$ cat config.mk
export PLATFORM = sky130hd
export DESIGN_NAME = gcm_global_config
export DESIGN_NICKNAME = d
export VERILOG_FILES = /design/src/pkg/gcm_pkg.sv /design/src/hw/gcm_global_config.sv
export SDC_FILE = /design/constraint.sdc
export NUM_CORES = 1
export LEC_CHECK = 0
export BUFFER_PORTS_ARGS = -buffer_cell sky130_fd_sc_hd__buf_2
export CAP_MARGIN = 10
export CORE_MARGIN = 8
export CORE_UTILIZATION = 43
export CTS_BUF_LIST = sky130_fd_sc_hd__clkbuf_16
export DETAILED_ROUTE_END_ITERATION = 8
export PLACE_DENSITY = 0.72
export SYNTH_ARGS = -nofsm -noshare
export SYNTH_HDL_FRONTEND = slang
export SYNTH_SLANG_ARGS = --single-unit
export TNS_END_PERCENT = 20
$ cat constraint.sdc
create_clock -name sys_clk -period 2.2 [get_ports sys_clk]
set_clock_uncertainty 0.05 [all_clocks]
set_input_delay 0.22 -clock sys_clk [delete_from_list [all_inputs] [get_ports sys_clk]]
set_output_delay 0.22 -clock sys_clk [all_outputs]
set_load 0.02 [all_outputs]
$ cat src/pkg/gcm_pkg.sv
package gcm_pkg;
   // ------------------------------------------------------------------
   // Register map
   // ------------------------------------------------------------------
   localparam logic [11:0] ADDR_BANK_SEL = 12'h000;
   localparam logic [11:0] ADDR_MCFG1 = 12'h009;
   localparam logic [11:0] ADDR_BANK_LO = 12'h001;
   localparam logic [7:0] RST_BANK_SEL = 8'h00;
   localparam logic [7:0] RST_MCFG1 = 8'h00;
   localparam logic [7:0] RD_UNMAPPED = 8'h00;
   // ------------------------------------------------------------------
   // Field positions of the bank select register and master_configuration_one
   // ------------------------------------------------------------------
   localparam int BIT_BANK = 0;
   localparam int BIT_SWRST = 7;
   localparam int BIT_SEL_IC1 = 5;
   localparam int BIT_SEL_XA = 4;
   localparam int BIT_ROSC_DIS = 3;
   localparam int BIT_DBL = 2;
   localparam int BIT_XAB_HI = 1;
   localparam int BIT_XAB_LO = 0;
   // Bits kept on a write while in software reset
   localparam logic [7:0] MASK_SWRST = 8'h80;
   // Implemented bits (bit 6 reserved)
   localparam logic [7:0] MASK_MCFG1 = 8'hBF;
   // ------------------------------------------------------------------
   // Enumerations
   // ------------------------------------------------------------------
   typedef enum logic [1:0] {
      GCM_SRC_RING = 2'h0,
      GCM_SRC_XA = 2'h1,
      GCM_SRC_IC1 = 2'h3
   } gcm_src_t;
   typedef enum logic [1:0] {
      GCM_XAB_OFF = 2'h0,
      GCM_XAB_XTAL = 2'h1,
      GCM_XAB_SE = 2'h2,
      GCM_XAB_UNUSED = 2'h3
   } gcm_xab_t;
endpackage

$ cat src/hw/gcm_global_config.sv
// The implementer's own choice: the plain strobed port.
`timescale 1ns/1ps
//
// Contract
// - Bank bit 0 maps device registers (0) or memory (1) at 0x1 upward.
// - Bank bit is write-only; reads return zero, software tracks it.
// - Bank mapping acts only on the variant with internal memory.
// - Reset bit 7 holds device in reset; other fields return to default.
// - Software reset restores the fixed pin-reset defaults (RST_MCFG1).
// - Bit 5 set takes master clock from input clock one, overriding bit 4.
// - Bit 4 picks ring oscillator (0) or external pin (1).
// - After reset the ring oscillator runs and is selected.
// - Bit 3 set powers down the ring oscillator.
// - Pin mode 00 off, 01 crystal driver, 10 single-ended, 11 unused.
//
module gcm_global_config #(
   parameter bit HAS_INT_MEM = 1'b1
) (
   input wire logic sys_clk,
   input wire logic arst_n,
   input wire logic [11:0] reg_addr,
   input wire logic [7:0] reg_wdata,
   input wire logic reg_wr,
   input wire logic reg_rd,
   output logic [7:0] reg_rdata,
   output logic mem_bank_sel,
   output logic mem_window_hit,
   output logic dev_reset,
   output logic [1:0] master_clock_src,
   output logic ring_osc_en,
   output logic clock_doubler_enable,
   output logic xtal_drv_en,
   output logic xa_se_en
);
   // ------------------------------------------------------------------
   // Registers
   // ------------------------------------------------------------------
   logic bank_r;
   logic bank_nxt;
   logic [7:0] mcfg_r;
   logic [7:0] mcfg_nxt;
   logic [7:0] rdata_nxt;
   logic swrst;
   logic wr_bank;
   logic wr_mcfg;
   logic bank_eff;
   gcm_pkg::gcm_src_t src_nxt;
   gcm_pkg::gcm_xab_t xab_nxt;

   function automatic logic hit(input logic [11:0] a, input logic [11:0] b);
      hit = (a == b);
   endfunction

   // ------------------------------------------------------------------
   // Decode
   // ------------------------------------------------------------------
   assign swrst = mcfg_r[gcm_pkg::BIT_SWRST];
   // Bank register stays at 0x0 whatever the bank
   assign wr_bank = reg_wr && hit(reg_addr, gcm_pkg::ADDR_BANK_SEL);
   // Memory bank hides device registers from 0x1 upward
   assign bank_eff = bank_r && HAS_INT_MEM;
   assign wr_mcfg = reg_wr && hit(reg_addr, gcm_pkg::ADDR_MCFG1)
      && !bank_eff;
   // Reset bit set or held: every other field back to default
   assign mcfg_nxt = (swrst || reg_wdata[gcm_pkg::BIT_SWRST]) ?
      ((reg_wdata & gcm_pkg::MASK_SWRST)
       | (gcm_pkg::RST_MCFG1 & ~gcm_pkg::MASK_SWRST)) :
      (reg_wdata & gcm_pkg::MASK_MCFG1);
   // Bank bit forced to default while in software reset
   assign bank_nxt = swrst ? gcm_pkg::RST_BANK_SEL[gcm_pkg::BIT_BANK] :
      (wr_bank ? reg_wdata[gcm_pkg::BIT_BANK] : bank_r);
   // Bank bit never reads back
   assign rdata_nxt = (hit(reg_addr, gcm_pkg::ADDR_MCFG1) && !bank_eff)
      ? mcfg_r : gcm_pkg::RD_UNMAPPED;
   assign src_nxt = mcfg_nxt[gcm_pkg::BIT_SEL_IC1] ? gcm_pkg::GCM_SRC_IC1 :
      (mcfg_nxt[gcm_pkg::BIT_SEL_XA] ? gcm_pkg::GCM_SRC_XA :
       gcm_pkg::GCM_SRC_RING);
   assign xab_nxt = gcm_pkg::gcm_xab_t'(
      mcfg_nxt[gcm_pkg::BIT_XAB_HI:gcm_pkg::BIT_XAB_LO]);

   // ------------------------------------------------------------------
   // Register storage and derived outputs
   // ------------------------------------------------------------------
   always_ff @(posedge sys_clk or negedge arst_n) begin
      if (!arst_n) begin
         bank_r <= gcm_pkg::RST_BANK_SEL[gcm_pkg::BIT_BANK];
      end else begin
         bank_r <= bank_nxt;
      end
   end

   always_ff @(posedge sys_clk or negedge arst_n) begin
      if (!arst_n) begin
         mcfg_r <= gcm_pkg::RST_MCFG1;
      end else if (wr_mcfg) begin
         mcfg_r <= mcfg_nxt;
      end else if (swrst) begin
         mcfg_r <= gcm_pkg::RST_MCFG1 | gcm_pkg::MASK_SWRST;
      end
   end

   always_ff @(posedge sys_clk or negedge arst_n) begin
      if (!arst_n) begin
         mem_bank_sel <= 1'b0;
         mem_window_hit <= 1'b0;
         dev_reset <= 1'b0;
         master_clock_src <= gcm_pkg::GCM_SRC_RING;
         ring_osc_en <= 1'b1;
         clock_doubler_enable <= 1'b0;
         xtal_drv_en <= 1'b0;
         xa_se_en <= 1'b0;
      end else begin
         mem_bank_sel <= bank_nxt && HAS_INT_MEM;
         mem_window_hit <= (reg_wr || reg_rd) && bank_eff
            && (reg_addr >= gcm_pkg::ADDR_BANK_LO);
         if (wr_mcfg) begin
            dev_reset <= mcfg_nxt[gcm_pkg::BIT_SWRST];
            master_clock_src <= src_nxt;
            ring_osc_en <= !mcfg_nxt[gcm_pkg::BIT_ROSC_DIS];
            clock_doubler_enable <= mcfg_nxt[gcm_pkg::BIT_DBL];
            xtal_drv_en <= (xab_nxt == gcm_pkg::GCM_XAB_XTAL);
            xa_se_en <= (xab_nxt == gcm_pkg::GCM_XAB_SE);
         end
      end
   end

   always_ff @(posedge sys_clk or negedge arst_n) begin
      if (!arst_n) begin
         reg_rdata <= gcm_pkg::RD_UNMAPPED;
      end else begin
         reg_rdata <= reg_rd ? rdata_nxt : gcm_pkg::RD_UNMAPPED;
      end
   end
endmodule // gcm_global_config

==> flow_summary.toml <==
[global_route]
antenna_found_initial = 0
grt_pass1_wl_um = 3570
grt_max_degree = 25
track_usage_pct = 10.3
grt_pass1_vias = 828
grt-ovfl-total = 0

[run_status]
outcome = "finished clean"

[synthesis]
synth-seq-cells = 24
synth.area.top_cells = "dfrtp_1 53%, mux2i_1 9.3%, nor3_2 6.5%, nand2_1 4.9%, mux2_2 4.2%"
ys_warn_count = 0
syn_area_per_cell_um2 = 12.0
synth_top_area_share_pct = 53.4
synthDistinctLibCells = 22
syn_inst = 90
syn-num-nets = 114
synth_area_um2 = 1080
ys_seq_area_share_pct = 55.9
synth_top_area_cell = "dfrtp_1"

[timing]
setup_viol = 0
hold_viol = 0
fin_crit_sh_pct = 82.4
max_freq_ghz = 0.552
rsz0062_at_grt = "no"
period_minus_slack_ns = 1.81
maxSlewHeadroom_pct = 65.5
final_max_slew_viol_count = 0
tns_ns = 0
worst_pin_slew_ns = 0.518

[detailed_routing]
drc_errors = 0
drtIter0Drc = 12
post_drt_wl_per_cell_um = 13.0
routed_via_density = 4.82
wirelength_um = 2130
drt_first_pass_iters = 4
vias = 785
ant_nets = 0

[cts]
cts_max_path_buffers = 2
cts_buffers = 3
cts.clk_slew.worst_paths_ns = 0.06
post_cts_resized = 0
cts_root_buf = "clkbuf_16"
htreeDepth = 1
clk-insertion-delay-late_ns = 0.25
cts_tree = "built"
clock-sinks = 24

[setup_path]
path_delay_family = "simple AND/OR/NAND/NOR gates"
worstPathMaxFanout = 9
crit_path_max_incr_delay_ns = 0.56
cpMaxStageDelayCell = "or4_4"
cp_num_buf_inv = 2
critPathArrivalTime_ns = 1.93
startpoint_type = "input port"
path_class = "in2reg"
required_ns = 2.32
crit_path_end_kind = "register"
path_cells = "buf_2, or4_4, nor4_4, buf_4, mux2i_1"
worstSetupStartpoint = "reg_addr[8]"
reg2reg_from = "mem_bank_sel"

[placement]
dp_cells = 158
io_buffers = 39
globalplace.congestion = 0.751
dpl.hpwl_um = 1730
place_area_um2 = 1300

[layout]
drive_gt1_share_pct = 46.6
final_cell_area_um2 = 1390
finalNonFillerCells = 163
diodes = 0
final_cell_mix = "39 x buf_2, 23 x dfrtp_1, 14 x nand2_1, 10 x inv_1, 10 x mux2i_1"
area_growth_syn_to_layout_pct = 28.7
fill_cells = 218
final_common_cell = "buf_2"
nNetsFinal = 158

[pwr]
p_sw_share_pct = 19.5
p_leak_nw = 0.754
power.density_nw_per_um2 = 636
clock_power_share_pct = 43.3
ir_worst_vdd_mv = 0.295
power_frac_seq_pct = 50.4
power_frac_comb_pct = 6.3
intPower_w = 0.000710
p_sw_w = 0.000172

[run]
cap_violations = 0

[hold_path]
hold_path.class = "in2reg"
worstHoldStart = "reg_wdata[4]"

[die]
core_area_um2 = 2430
die_height_um = 66.1
dieWidth_um = 66.1
start_util_pct = 44.3
die_area_um2 = 4360
num_rows = 18
io_pins = 41
synth_stat cells:
master,n
dfrtp_1,23
or4_4,2
clkinv_1,1
o21ai_0,2
buf_8,1
buf_2,1
or3b_2,1
mux2_4,1
mux2i_1,10
dfstp_2,1
nor3_2,7
nor4_1,2
nor4b_1,2
nor4_4,1
inv_1,10
conb_1,1
mux2_2,4
or2_2,2
nor2_1,2
nand2_1,14
or4_1,1
nand3b_1,1
path summary, 6_finish.rpt:
| check | to | slack, ns | cells after the start |
|---|---|---|---|
| min reg2reg | xtal_drv_en | 0.46 | 1 |
| max | mcfg_r[0] | 0.39 | 5 |
| min | mcfg_r[4] | 0.17 | 3 |
| max reg2reg | mcfg_r[0] | 0.45 | 4 |
| min in group asynchronous | reg_rdata[6] | 0.42 | 2 |
| max in group asynchronous | ring_osc_en | 1.31 | 2 |
state kept, by name, summed over array words and instances, names as in the netlist:
register              cells
reg_rdata                 8
mcfg_r                    7
master_clock_src          2
clock_doubler_enable      1
dev_reset                 1
mem_bank_sel              1
mem_window_hit            1
ring_osc_en               1
xa_se_en                  1
xtal_drv_en               1
cell families after synthesis:
group	Yosys count	share of synthesized area, %
multiplexers	15	14.9
AND/OR/NAND/NOR	35	22.3
AO/OA/AOI/OAI	2	0.929
flip-flops	24	55.9
other	1	0.348
buffers and inverters	13	5.69
area by class of cell:
| class | instances | area (um^2) | area share (%) |
|---|---|---|---|
| well taps | 30 | 37.5 | 2.71 |
| clock inverters | 1 | 3.75 | 0.271 |
| clock buffers | 3 | 75.1 | 5.42 |
| repair buffers | 41 | 213 | 15.3 |
| inverters | 11 | 41.3 | 2.98 |
| multi-input cells | 53 | 414 | 29.9 |
| flip-flops and latches | 24 | 602 | 43.4 |
power by group through the flow:
| stage | sequential (W) | clock (W) | combinational [W] |
|---|---|---|---|
| floorplan | 0.000456 | 0 | 0.0000172 |
| global placement | 0.000453 | 0 | 0.0000538 |
| detailed placement | 0.000453 | 0 | 0.0000555 |
| CTS | 0.000445 | 0.000389 | 0.0000568 |
| global route | 0.000445 | 0.000404 | 0.0000634 |
| finish | 0.000445 | 0.000382 | 0.0000554 |
per-stage QoR:
stage	total power [W]	worst slack, ns	util, %	hold WS [ns]
CTS	0.000890	0.364	57.0	0.172
global placement	0.000506	0.179	53.3	0.171
global route	0.000912	0.299	57.0	0.172
finish	0.000882	0.388	57.0	0.168
floorplan	0.000473	0.335	-	-0.126
detailed placement	0.000508	0.134	53.3	0.179
worst min-delay path, cell delays in order:
cell and delay (ns):
buf_2 0.10, nand2_1 0.05, mux2i_1 0.06
what timing repair did:
action                                 4_1_cts  5_1_grt
endpoints found under the hold margin       23        0
buffers inserted                             0        0
hold buffers                                 1        0
setup endpoints to repair                    0        0
routing by layer:
metal	GRT usage [%]	up-vias	wire length (um)
met1	12.1	373	862
met3	0.847	4	82
met2	17.9	21	1140
li1	-	387	-
met5	0	-	0
met4	5.60	0	38
Note: power is estimated with default switching activity, not from simulation.
